## src/common/tcc_pkg.sv

```systemverilog
// constants and types shared by the timer/counter core
// assumes one system clock; pins reach the core through synchronisers
package tcc_pkg;

    localparam logic [7:0] TCC_OFS_CTRL   = 8'h00;
    localparam logic [7:0] TCC_OFS_STATUS = 8'h04;
    localparam logic [7:0] TCC_OFS_COUNT  = 8'h08;
    localparam logic [7:0] TCC_OFS_PER    = 8'h0c;
    localparam logic [7:0] TCC_OFS_CC0    = 8'h10;
    localparam logic [7:0] TCC_OFS_CC1    = 8'h14;

    // control register field positions
    localparam int TCC_CTRL_EN     = 0;
    localparam int TCC_CTRL_MODE   = 1;
    localparam int TCC_CTRL_WAVE   = 3;
    localparam int TCC_CTRL_DIR    = 5;
    localparam int TCC_CTRL_EVACT  = 6;
    localparam int TCC_CTRL_PRESC  = 8;
    localparam int TCC_CTRL_DBGRUN = 11;
    localparam int TCC_CTRL_CPTEN  = 12;
    localparam int TCC_CTRL_INVEN  = 14;
    localparam int TCC_CTRL_EVEDGE = 16;
    localparam int TCC_CTRL_BITS   = 17;

    localparam logic [31:0] TCC_CNT_RST = 32'h0000_0000;
    localparam logic [31:0] TCC_CC_RST  = 32'h0000_0000;
    localparam logic [7:0]  TCC_PER_RST = 8'hff;
    localparam logic [31:0] TCC_MAX8    = 32'h0000_00ff;
    localparam logic [31:0] TCC_MAX16   = 32'h0000_ffff;
    localparam logic [31:0] TCC_MAX32   = 32'hffff_ffff;

    typedef enum logic [1:0] {TCC_M16, TCC_M8, TCC_M32, TCC_MRSV} tcc_mode_t;
    typedef enum logic [1:0] {TCC_NFRQ, TCC_MFRQ, TCC_NPWM, TCC_MPWM} tcc_wave_t;
    typedef enum logic [1:0] {
        TCC_EV_OFF, TCC_EV_RETRIG, TCC_EV_COUNT, TCC_EV_CAPT
    } tcc_evact_t;

endpackage

```

## src/rtl/tcc_core.sv

```systemverilog
// timer/counter core with two compare/capture channels and ahb-lite slave
// assumes a single-slave ahb-lite bus; gclk_i and event_i are async pins
//
// The register offsets and register access over AHB-Lite were decided locally.
`timescale 1ns/1ps
`default_nettype none
module tcc_core
    import tcc_pkg::*;
(
    input  wire logic        clk_sys_i,
    input  wire logic        rstn_i,
    input  wire logic        hsel_i,
    input  wire logic [31:0] haddr_i,
    input  wire logic [1:0]  htrans_i,
    input  wire logic        hwrite_i,
    input  wire logic [2:0]  hsize_i,
    input  wire logic [31:0] hwdata_i,
    input  wire logic        hready_i,
    output logic [31:0]      hrdata_o,
    output logic             hreadyout_o,
    output logic             hresp_o,
    input  wire logic        gclk_i,
    input  wire logic        event_i,
    input  wire logic        dbg_halt_i,
    input  wire logic        dbg_access_i,
    input  wire logic        access_guard_i,
    output logic [1:0]       waveform_out_lines_o,
    output logic             ovf_evt_o,
    output logic [1:0]       match_evt_o,
    output logic             dma_req_o
);
    typedef struct packed {
        logic             en;
        tcc_mode_t        mode;
        tcc_wave_t        wave;
        logic             dir;
        tcc_evact_t       evact;
        logic [2:0]       presc;
        logic             dbgrun;
        logic [1:0]       cpten;
        logic [1:0]       inven;
        logic             evedge;
        logic             run;
        logic [31:0]      cnt;
        logic [7:0]       period_value;
        logic [1:0][31:0] cc;
        logic [1:0]       wo;
        logic [2:0]       gs;
        logic [2:0]       es;
        logic             ovf;
        logic [1:0]       mc;
        logic             wr_pend;
        logic             wr_dbg;
        logic [7:0]       wr_addr;
        logic [31:0]      rdata;
    } tcc_core_st_t;

    tcc_core_st_t q;
    tcc_core_st_t d;

    // all-ones value of the selected resolution
    function automatic logic [31:0] max_of(tcc_mode_t m);
        if (m == TCC_M8) begin
            return TCC_MAX8;
        end
        if (m == TCC_M32) begin
            return TCC_MAX32;
        end
        return TCC_MAX16;
    endfunction

    // top from channel 0 in match modes, else period in 8-bit mode or all-ones
    function automatic logic [31:0] top_of(tcc_mode_t m, tcc_wave_t w,
                                           logic [7:0] p, logic [31:0] c0);
        if (w == TCC_MFRQ || w == TCC_MPWM) begin
            return c0 & max_of(m);
        end
        if (m == TCC_M8) begin
            return {24'h000000, p};
        end
        return max_of(m);
    endfunction

    logic [31:0] mx;
    logic [31:0] top_w;
    logic        at_zero;
    logic        at_top;
    logic        gclk_rise;
    logic        ev_rise;
    logic        ev_edge;
    logic        presc_tick;
    logic        halted;
    logic        cnt_tick;
    logic        acc;
    logic        cnt_wr;
    logic [1:0]  match_w;
    logic [31:0] ctrl_w;

    // width of count and compare follows the mode
    assign mx      = max_of(q.mode);
    assign top_w   = top_of(q.mode, q.wave, q.period_value, q.cc[0]);
    assign at_zero = (q.cnt & mx) == '0;
    assign at_top  = (q.cnt & mx) == top_w;

    // synchronised counting clock, edge from second stage on
    assign gclk_rise = q.gs[1] && !q.gs[2];
    assign ev_rise   = q.es[1] && !q.es[2];
    assign ev_edge   = q.evedge ? (!q.es[1] && q.es[2]) : ev_rise;

    // one generic clock feeds both halves of the 32-bit pair
    tcc_presc #(
        .CW (10)
    ) u_presc (
        .clk_sys_i (clk_sys_i),
        .rstn_i    (rstn_i),
        .tick_i    (gclk_rise),
        .clear_i   (!q.run),
        .sel_i     (q.presc),
        .tick_o    (presc_tick)
    );

    assign halted = dbg_halt_i && !q.dbgrun;
    // no sleep gating; counting runs while the clock runs
    assign cnt_tick = q.en && q.run && !halted &&
                      ((q.evact == TCC_EV_COUNT) ? ev_rise : presc_tick);

    // two compare channels, masked to the resolution
    genvar gi;
    generate
        for (gi = 0; gi < 2; gi++) begin : g_cmp
            assign match_w[gi] = (q.cnt & mx) == (q.cc[gi] & mx);
        end
    endgenerate

    assign acc    = hsel_i && htrans_i[1] && hready_i;
    assign cnt_wr = q.wr_pend && q.wr_addr == TCC_OFS_COUNT;
    assign ctrl_w = {15'h0000, q.evedge, q.inven, q.cpten, q.dbgrun,
                     q.presc, q.evact, q.dir, q.wave, q.mode, q.en};

    always_comb begin
        d     = q;
        d.ovf = 1'b0;
        d.mc  = 2'b00;
        d.gs  = {q.gs[1:0], gclk_i};
        d.es  = {q.es[1:0], event_i};
        if (cnt_tick) begin
            if (!q.dir) begin
                d.cnt = at_top ? '0 : (q.cnt + 32'h1) & mx;
            end else begin
                d.cnt = at_zero ? top_w : (q.cnt - 32'h1) & mx;
            end
            // update at top going up, at zero going down
            // update drives event and dma request
            d.ovf = q.dir ? at_zero : at_top;
        end
        for (int i = 0; i < 2; i++) begin
            if (cnt_tick && match_w[i]) begin
                d.mc[i] = 1'b1;
            end
        end
        // capture on the selected event edge
        if (q.en && q.evact == TCC_EV_CAPT && ev_edge) begin
            for (int i = 0; i < 2; i++) begin
                if (q.cpten[i]) begin
                    d.cc[i] = q.cnt & mx;
                    d.mc[i] = 1'b1;
                end
            end
        end
        if (q.en && q.evact == TCC_EV_RETRIG && ev_rise) begin
            d.run = 1'b1;
            d.cnt = q.dir ? top_w : '0;
        end
        // ahb data phase write; beats counting and capture
        if (q.wr_pend) begin
            unique case (q.wr_addr)
                TCC_OFS_CTRL: begin
                    if (!access_guard_i || q.wr_dbg) begin
                        d.en     = hwdata_i[TCC_CTRL_EN];
                        d.mode   = tcc_mode_t'(hwdata_i[TCC_CTRL_MODE +: 2]);
                        d.wave   = tcc_wave_t'(hwdata_i[TCC_CTRL_WAVE +: 2]);
                        d.dir    = hwdata_i[TCC_CTRL_DIR];
                        d.evact  =
                            tcc_evact_t'(hwdata_i[TCC_CTRL_EVACT +: 2]);
                        d.presc  = hwdata_i[TCC_CTRL_PRESC +: 3];
                        d.dbgrun = hwdata_i[TCC_CTRL_DBGRUN];
                        d.cpten  = hwdata_i[TCC_CTRL_CPTEN +: 2];
                        d.inven  = hwdata_i[TCC_CTRL_INVEN +: 2];
                        d.evedge = hwdata_i[TCC_CTRL_EVEDGE];
                        if (!hwdata_i[TCC_CTRL_EN]) begin
                            d.run = 1'b0;
                        end else if (!q.en) begin
                            // retrigger mode waits for its event
                            d.run = hwdata_i[TCC_CTRL_EVACT +: 2] !=
                                    TCC_EV_RETRIG;
                        end
                    end
                end
                TCC_OFS_COUNT: d.cnt = hwdata_i & max_of(d.mode);
                TCC_OFS_PER:   d.period_value = hwdata_i[7:0];
                TCC_OFS_CC0:   d.cc[0] = hwdata_i & max_of(d.mode);
                TCC_OFS_CC1:   d.cc[1] = hwdata_i & max_of(d.mode);
                default: ;
            endcase
        end
        for (int i = 0; i < 2; i++) begin
            if (!d.en) begin
                d.wo[i] = d.inven[i];
            end else if (d.wave == TCC_NPWM || d.wave == TCC_MPWM) begin
                d.wo[i] = ((d.cnt & max_of(d.mode)) <
                           (d.cc[i] & max_of(d.mode))) ^ d.inven[i];
            end else if (d.mc[i] && cnt_tick) begin
                d.wo[i] = !q.wo[i];
            end
        end
        d.wr_pend = acc && hwrite_i;
        d.wr_dbg  = dbg_access_i;
        d.wr_addr = haddr_i[7:0];
        if (acc && !hwrite_i) begin
            unique case (haddr_i[7:0])
                TCC_OFS_CTRL:   d.rdata = ctrl_w;
                TCC_OFS_STATUS: d.rdata = {27'h0, q.mode == TCC_M32,
                                           (q.cnt & mx) == mx, at_top,
                                           at_zero, q.run};
                TCC_OFS_COUNT:  d.rdata = q.cnt & mx;
                TCC_OFS_PER:    d.rdata = {24'h000000, q.period_value};
                TCC_OFS_CC0:    d.rdata = q.cc[0] & mx;
                TCC_OFS_CC1:    d.rdata = q.cc[1] & mx;
                default:        d.rdata = '0;
            endcase
        end
    end

    always_ff @(posedge clk_sys_i or negedge rstn_i) begin
        if (!rstn_i) begin
            q       <= '0;
            q.mode  <= TCC_M16;
            q.wave  <= TCC_NFRQ;
            q.evact <= TCC_EV_OFF;
            q.cnt   <= TCC_CNT_RST;
            q.period_value   <= TCC_PER_RST;
            q.cc    <= {TCC_CC_RST, TCC_CC_RST};
        end else begin
            q <= d;
        end
    end

    // 32-bit mode uses both halves of the one counter
    assign hrdata_o             = q.rdata;
    assign hreadyout_o          = 1'b1;
    assign hresp_o              = 1'b0;
    assign waveform_out_lines_o = q.wo;
    assign ovf_evt_o            = q.ovf;
    assign match_evt_o          = q.mc;
    assign dma_req_o            = q.ovf;

    logic quiet;
    assign quiet = !q.wr_pend && q.evact != TCC_EV_RETRIG;
endmodule
`default_nettype wire

```

## src/rtl/tcc_presc.sv

```systemverilog
// generic-clock prescaler: passes one tick out of 2^n
// assumes tick_i is a one-cycle pulse already in the system clock domain
`timescale 1ns/1ps
`default_nettype none
module tcc_presc #(
    parameter int CW = 10
) (
    input  wire logic       clk_sys_i,
    input  wire logic       rstn_i,
    input  wire logic       tick_i,
    input  wire logic       clear_i,
    input  wire logic [2:0] sel_i,
    output logic            tick_o
);
    typedef struct packed {
        logic [CW-1:0] cnt;
    } tcc_presc_st_t;

    tcc_presc_st_t q;
    tcc_presc_st_t d;
    logic [CW-1:0] lim;

    // divisors 1,2,4,8,16,64,256,1024
    always_comb begin
        unique case (sel_i)
            3'h0: lim = CW'(0);
            3'h1: lim = CW'(1);
            3'h2: lim = CW'(3);
            3'h3: lim = CW'(7);
            3'h4: lim = CW'(15);
            3'h5: lim = CW'(63);
            3'h6: lim = CW'(255);
            3'h7: lim = CW'(1023);
        endcase
    end

    assign tick_o = tick_i && (q.cnt >= lim);

    always_comb begin
        d = q;
        if (clear_i) begin
            d.cnt = '0;
        end else if (tick_i) begin
            d.cnt = (q.cnt >= lim) ? '0 : q.cnt + CW'(1);
        end
    end

    always_ff @(posedge clk_sys_i or negedge rstn_i) begin
        if (!rstn_i) begin
            q <= '0;
        end else begin
            q <= d;
        end
    end
endmodule
`default_nettype wire

```

## config.mk

```make
export PLATFORM = sky130hd
export DESIGN_NAME = tcc_core
export DESIGN_NICKNAME = d
export VERILOG_FILES = /design/src/common/tcc_pkg.sv /design/src/rtl/tcc_core.sv /design/src/rtl/tcc_presc.sv
export SDC_FILE = /design/constraint.sdc
export NUM_CORES = 1
export LEC_CHECK = 0
export CAP_MARGIN = 20
export CORE_MARGIN = 2
export CORE_UTILIZATION = 59
export CTS_CLUSTER_DIAMETER = 30
export CTS_CLUSTER_SIZE = 10
export DETAILED_ROUTE_END_ITERATION = 6
export DONT_BUFFER_PORTS = 1
export PLACE_DENSITY = 0.8
export SETUP_SLACK_MARGIN = 0.15
export SLEW_MARGIN = 20
export SYNTH_ARGS = -nofsm -noshare
export SYNTH_HDL_FRONTEND = slang
export SYNTH_HIERARCHICAL = 1
export SYNTH_SLANG_ARGS = --single-unit
```

## constraint.sdc

```tcl
create_clock -name clk_sys_i -period 5.4 [get_ports clk_sys_i]
set_input_delay 1.08 -clock clk_sys_i [delete_from_list [all_inputs] [get_ports clk_sys_i]]
set_output_delay 1.08 -clock clk_sys_i [all_outputs]
set_load 0.02 [all_outputs]
```

# After elaboration in Yosys (flattened, before gate mapping)
# Memories as Yosys holds them, arrays and structs flattened.
# Index checks and enable logic that the tools add are counted.
# classes
muxes	103
add_sub_neg	3
bitwise_logic	14
eq_ne	28
reduce_logical	37
magnitude_cmp	3
# op_table
operator	n
two-way mux 32 bit	41
AND 32 bit	12
case mux 32 bit (6 select lines)	1
== test 32 bit	4
two-way mux 122 bit	1
< comparator 32 bit	2
two-way mux 64 bit	1
two-way mux 1 bit	51
two-way mux 18 bit	2
two-way mux 33 bit	1
adder 32 x 1 -> 32 bit (second input constant)	1
== test 8 x 4 -> 1 bit (second input constant)	4
== test 8 x 5 -> 1 bit (second input constant)	4
zero test 32 bit	1
subtractor 32 x 1 -> 32 bit (second input constant)	1
two-way mux 10 bit	3
logical AND 1 bit	20
zero test 8 bit	2
== test 2 bit (second input constant)	7
adder 10 x 1 -> 10 bit (second input constant)	1
>= comparator 10 bit	1
zero test 1 bit	9
== test 2 x 1 -> 1 bit (second input constant)	4
== test 8 x 3 -> 1 bit (second input constant)	1
8 further kinds	13
# totals
mem_bits_ro	80
mem_count	1
inputBits	79
register_bits	185
elab_cells	215
output_inout_bits	40
# mem_list
name	words	width	read_ports	rd_clocked_by_memory_dff	write_ports	line	text
(name not given)	8	10	1	0	0	tcc_presc.sv:25	unique case (sel_i)

# Depth between registers and ports, before layout
# depth
word_depth	39
ltp_mapped	27

# Cells and area by module
# Netlist, hierarchy kept.
# by_module_without_submodules
module	cells_each	area_per_inst_um2	instances
tcc_core	1778	14156.1	1
tcc_presc	97	870.8	1

# Least setup slack after synthesis
# OpenSTA, ideal clock, no wires.
# synth_timing
path_kind	register to register
startpoint	register q (netlist bit ctrl_w[10])
endpoint	register q (netlist bit waveform_out_lines_o[1])
path_stages_with_launch	27
setup_time_ns	0.094
arrival_time_ns	5.416
path_slack_ns	-0.110
synth_period_minus_slack_ns	5.510
n_path_buf	2
cell_sequence	dfrtp_1 or3_1 ha_1 nand2b_4 a211o_1 nand3_4 a21oi_2 inv_1 mux2_2 or2_2 clkbuf_1 buf_1 o21ai_1 o21ai_1 a22o_1 and2_1 ha_1 a21o_1 a21o_1 a2111oi_0 o31ai_1 a211o_1 a21o_1 o22ai_1 a21oi_1 a211o_1 a211oi_1
# synth_lines
element	line	text
from (decl)	tcc_core.sv:58	tcc_core_st_t q;

==> results_dict.tcl <==
set metrics [dict create \
    io_pins 119 \
    die_w_microns 163.6 \
    cts_tree "built" \
    p_sw_frac 0.2821 \
    setup.worst_path.end_class "register" \
    ant_nets 0 \
    skew_ns 0.02551 \
    cp.required_ns 5.73 \
    num_vias 16330 \
    rows 58 \
    fmax_ghz 0.1850 \
    hold_violations 0 \
    maxCapViolCount 0 \
    p_comb_frac 0.074 \
    die_h_microns 163.6 \
    synth_cell_types 92 \
    remaining_drc_errors 4 \
    finalSetupViolations 1 \
    ys_seq_elements 185 \
    rr_worst_depth 25 \
    place_congestion 1.086 \
    ys.flop_type "dfrtp_1" \
    cts.clk_slew.worst_paths_ns 0.08 \
    cts_max_path_buffers 2 \
    routed_wirelength_mm 63.09 \
    io_buffers 0 \
    final_area_sq_um 17710 \
    cellPowerDensity_nw_per_um2 166.7 \
    synthesis.area_sq_um 15030 \
    slew_headroom 0.2676 \
    failed_checks "DRC, setup timing" \
    power.internal_mw 2.119 \
    synth-seq-area-share 0.3087 \
    cp_max_fo 8 \
    holdWs_ns 0.3172 \
    fin_ws_ns -0.006303 \
    drv_slew 0 \
    grtUsageTotal 0.4712 \
    final_layout_size_suffix_gt1_frac 0.2099 \
    power.clock.fraction 0.440 \
    grt_remaining_overflow 0 \
    initial_core_util 0.5985 \
    antenna_found_initial 7 \
    drt-pass1-iter-count 7 \
    drt-initial-drc-count 2475 \
    fin_cells 2323 \
    crit_type "reg -> reg" \
    tns_ns -0.006303 \
    cts-root-buf "clkbuf_16" \
    ir_drop_v 0.0001788 \
    rrSetupSlack_ns -0.006 \
    htree_levels 4 \
    area_growth_pct 17.87 \
    synth_fp_nets 2026 \
    syn_area_per_cell_sq_um 8.014 \
    viasPerCell 7.028 \
    p_seq_frac 0.486 \
    cp.arrival_ns 5.74 \
    worst_pin_slew_ns 1.090 \
    rr_startpoint "ctrl_w[3]" \
    power.switching_mw 0.8328 \
    total_power_mw 2.952 \
    setup.worst_path.start_class "register" \
    final_nets 2129 \
    period_needed_ns 5.406 \
    async_reset_ff_frac 1.000 \
    synth-edff-count 0 \
    grt_pass1_wl_mm 93.88 \
    p_leak_nw 8.133 \
    die_area_sq_um 26760 \
    dp_hpwl_mm 45.92 \
    final.period_utilization 1.001 \
    post_drt_wl_per_cell_microns 27.16 \
    mostFrequentLayoutCell "buf_4" \
    cts_made_buffers 17 \
    clk_latency_ns 0.46 \
    min_path_type "in -> async" \
    outcome "complete, but fails checks" \
    dpl-instance-area_sq_um 16530 \
    dp_cells 2261 \
    rsz0062_at_grt "true" \
    worstReg2RegEnd "waveform_out_lines_o[1]" \
    synth_warnings 6 \
    core_area_sq_um 25110 \
    grt_max_degree 186 \
    grt_pass1_vias 15400 \
    mostFrequentLayoutCells "248 x buf_4, 233 x nand2_1, 175 x dfrtp_1" \
    cts.sinks 185 \
    syn_inst 1875 \
]
==> metrics by stage <==
step           setup slack (ns)    util
2_1_floorplan            0.1576       -
3_3_place_gp            -0.1302  0.6583
3_5_place_dp            -0.1805  0.6583
4_1_cts                 0.08868  0.6994
5_1_grt                 -0.1389  0.7052
6_report              -0.006303  0.7054
==> registers in the layout, indices dropped and copies added (netlist names), named ones only <==
signal	count
hrdata_o	32
u_presc/q	10
dma_req_o	1
match_evt_o	2
q	117
d	4
waveform_out_lines_o	2
ctrl_w	16
==> cell usage after synthesis, drive strengths merged, types with 6 or more instances <==
library cell | number | area [sq um]
nand4 | 30 | 187.7
and2 | 25 | 156.4
a22o | 7 | 61.31
dfstp | 8 | 210.2
a211oi | 6 | 50.05
nor4 | 26 | 181.4
mux2i | 16 | 160.2
o221ai | 8 | 76.32
o2bb2ai | 6 | 52.55
nor2 | 109 | 411.7
o21a | 10 | 75.07
or4 | 8 | 67.56
xnor2 | 33 | 289.0
buf | 78 | 475.5
and3 | 13 | 81.33
o32ai | 10 | 87.58
nand2 | 234 | 885.9
nand3b | 7 | 52.55
mux2 | 23 | 259.0
nor3b | 7 | 52.55
dfrtp | 177 | 4429
a211o | 8 | 70.07
and4 | 7 | 61.31
nor2b | 37 | 231.5
nand2b | 35 | 234.0
a22oi | 90 | 680.7
inv | 55 | 206.5
o22ai | 31 | 193.9
o211ai | 13 | 102.6
a31oi | 20 | 140.1
a21o | 23 | 172.7
nand3 | 41 | 217.7
o21ai | 158 | 790.8
xor2 | 55 | 481.7
ha | 72 | 900.9
o31ai | 13 | 130.1
a21oi | 129 | 653.1
or3 | 13 | 81.33
nor3 | 57 | 295.3
clkbuf | 102 | 384.1
a2111oi | 6 | 52.55
==> worst max-delay path: stages (launching register included) <==
cell and delay (ns):
dfrtp_2 0.43, buf_6 0.14, buf_8 0.14, buf_4 0.17, o31ai_4 0.23, xor2_1 0.27
nand3_1 0.13, or4_4 0.50, o211ai_1 0.19, buf_4 0.20, buf_4 0.17, a21oi_1 0.04
o21ai_0 0.15, a21oi_1 0.10, o31a_1 0.34, and2_1 0.20, ha_1 0.35, a21oi_1 0.22
o31ai_2 0.13, a211o_1 0.30, a21o_1 0.18, o22ai_1 0.11, a21oi_1 0.08, a211o_1 0.32
nor2_2 0.13, a211oi_2 0.05
==> repair_timing <==
item / CTS / global route
resized for setup: 46 / 30
endpoints found under the setup margin: 2 / 2
hold endpoints to repair: 0 / 0
hold buffers: 0 / 0
cloned: 2 / 0
pin swaps: 18 / 15
buffers inserted: 24 / 2
==> layer usage <==
metal / track usage / vias up / routed length (microns)
li1: - / 7004 / -
met1: 0.6197 / 7769 / 23740
met2: 0.6910 / 1258 / 26640
met3: 0.1646 / 286 / 9202
met4: 0.2265 / 8 / 3458
met5: 0 / - / 50
==> layout make-up <==
cell class | count | area (sq um)
Multi-Input combinational cell | 1455 | 9694
Antenna cell | 2 | 5.005
Clock buffer | 17 | 425.4
Clock inverter | 15 | 160.2
Timing Repair Buffer | 264 | 2166
Fill cell | 2022 | 7397
Inverter | 55 | 206.4
Tap cell | 330 | 412.9
Sequential cell | 185 | 4642
==> worst max path at each step <==
stage / from / to / slack (ns) / cells past startpoint
3_3_place_gp: ctrl_w[1] / waveform_out_lines_o[1] / -0.13 / 23
2_1_floorplan: ctrl_w[10] / waveform_out_lines_o[1] / 0.16 / 26
4_1_cts: ctrl_w[3] / waveform_out_lines_o[1] / 0.09 / 25
3_5_place_dp: ctrl_w[3] / waveform_out_lines_o[1] / -0.18 / 24
5_1_grt: ctrl_w[3] / waveform_out_lines_o[1] / -0.14 / 27
6_report: ctrl_w[3] / waveform_out_lines_o[1] / -0.006 / 25
==> cell families after synthesis <==
group / after synthesis / synth area share
AO/OA/AOI/OAI: 584 / 0.2550
XOR/XNOR: 88 / 0.05129
multiplexers: 39 / 0.02789
adder cells (fa/ha/maj): 74 / 0.06137
other: 2 / 0.0004998
flip-flops: 185 / 0.3087
buffers and inverters: 235 / 0.07094
AND/OR/NAND/NOR: 668 / 0.2243
==> power groups by stage <==
| stage | Sequential (mW) | Combinational [mW] | Clock (mW) |
|---|---|---|---|
| final | 1.43 | 0.219 | 1.30 |
| after global routing | 1.44 | 0.232 | 1.35 |
| after CTS | 1.43 | 0.207 | 1.29 |
| after detailed placement | 1.46 | 0.195 | 0 |
| after global placement | 1.46 | 0.190 | 0 |
| after floorplan | 1.45 | 0.132 | 0 |
Power figures use the tool's default switching activity.
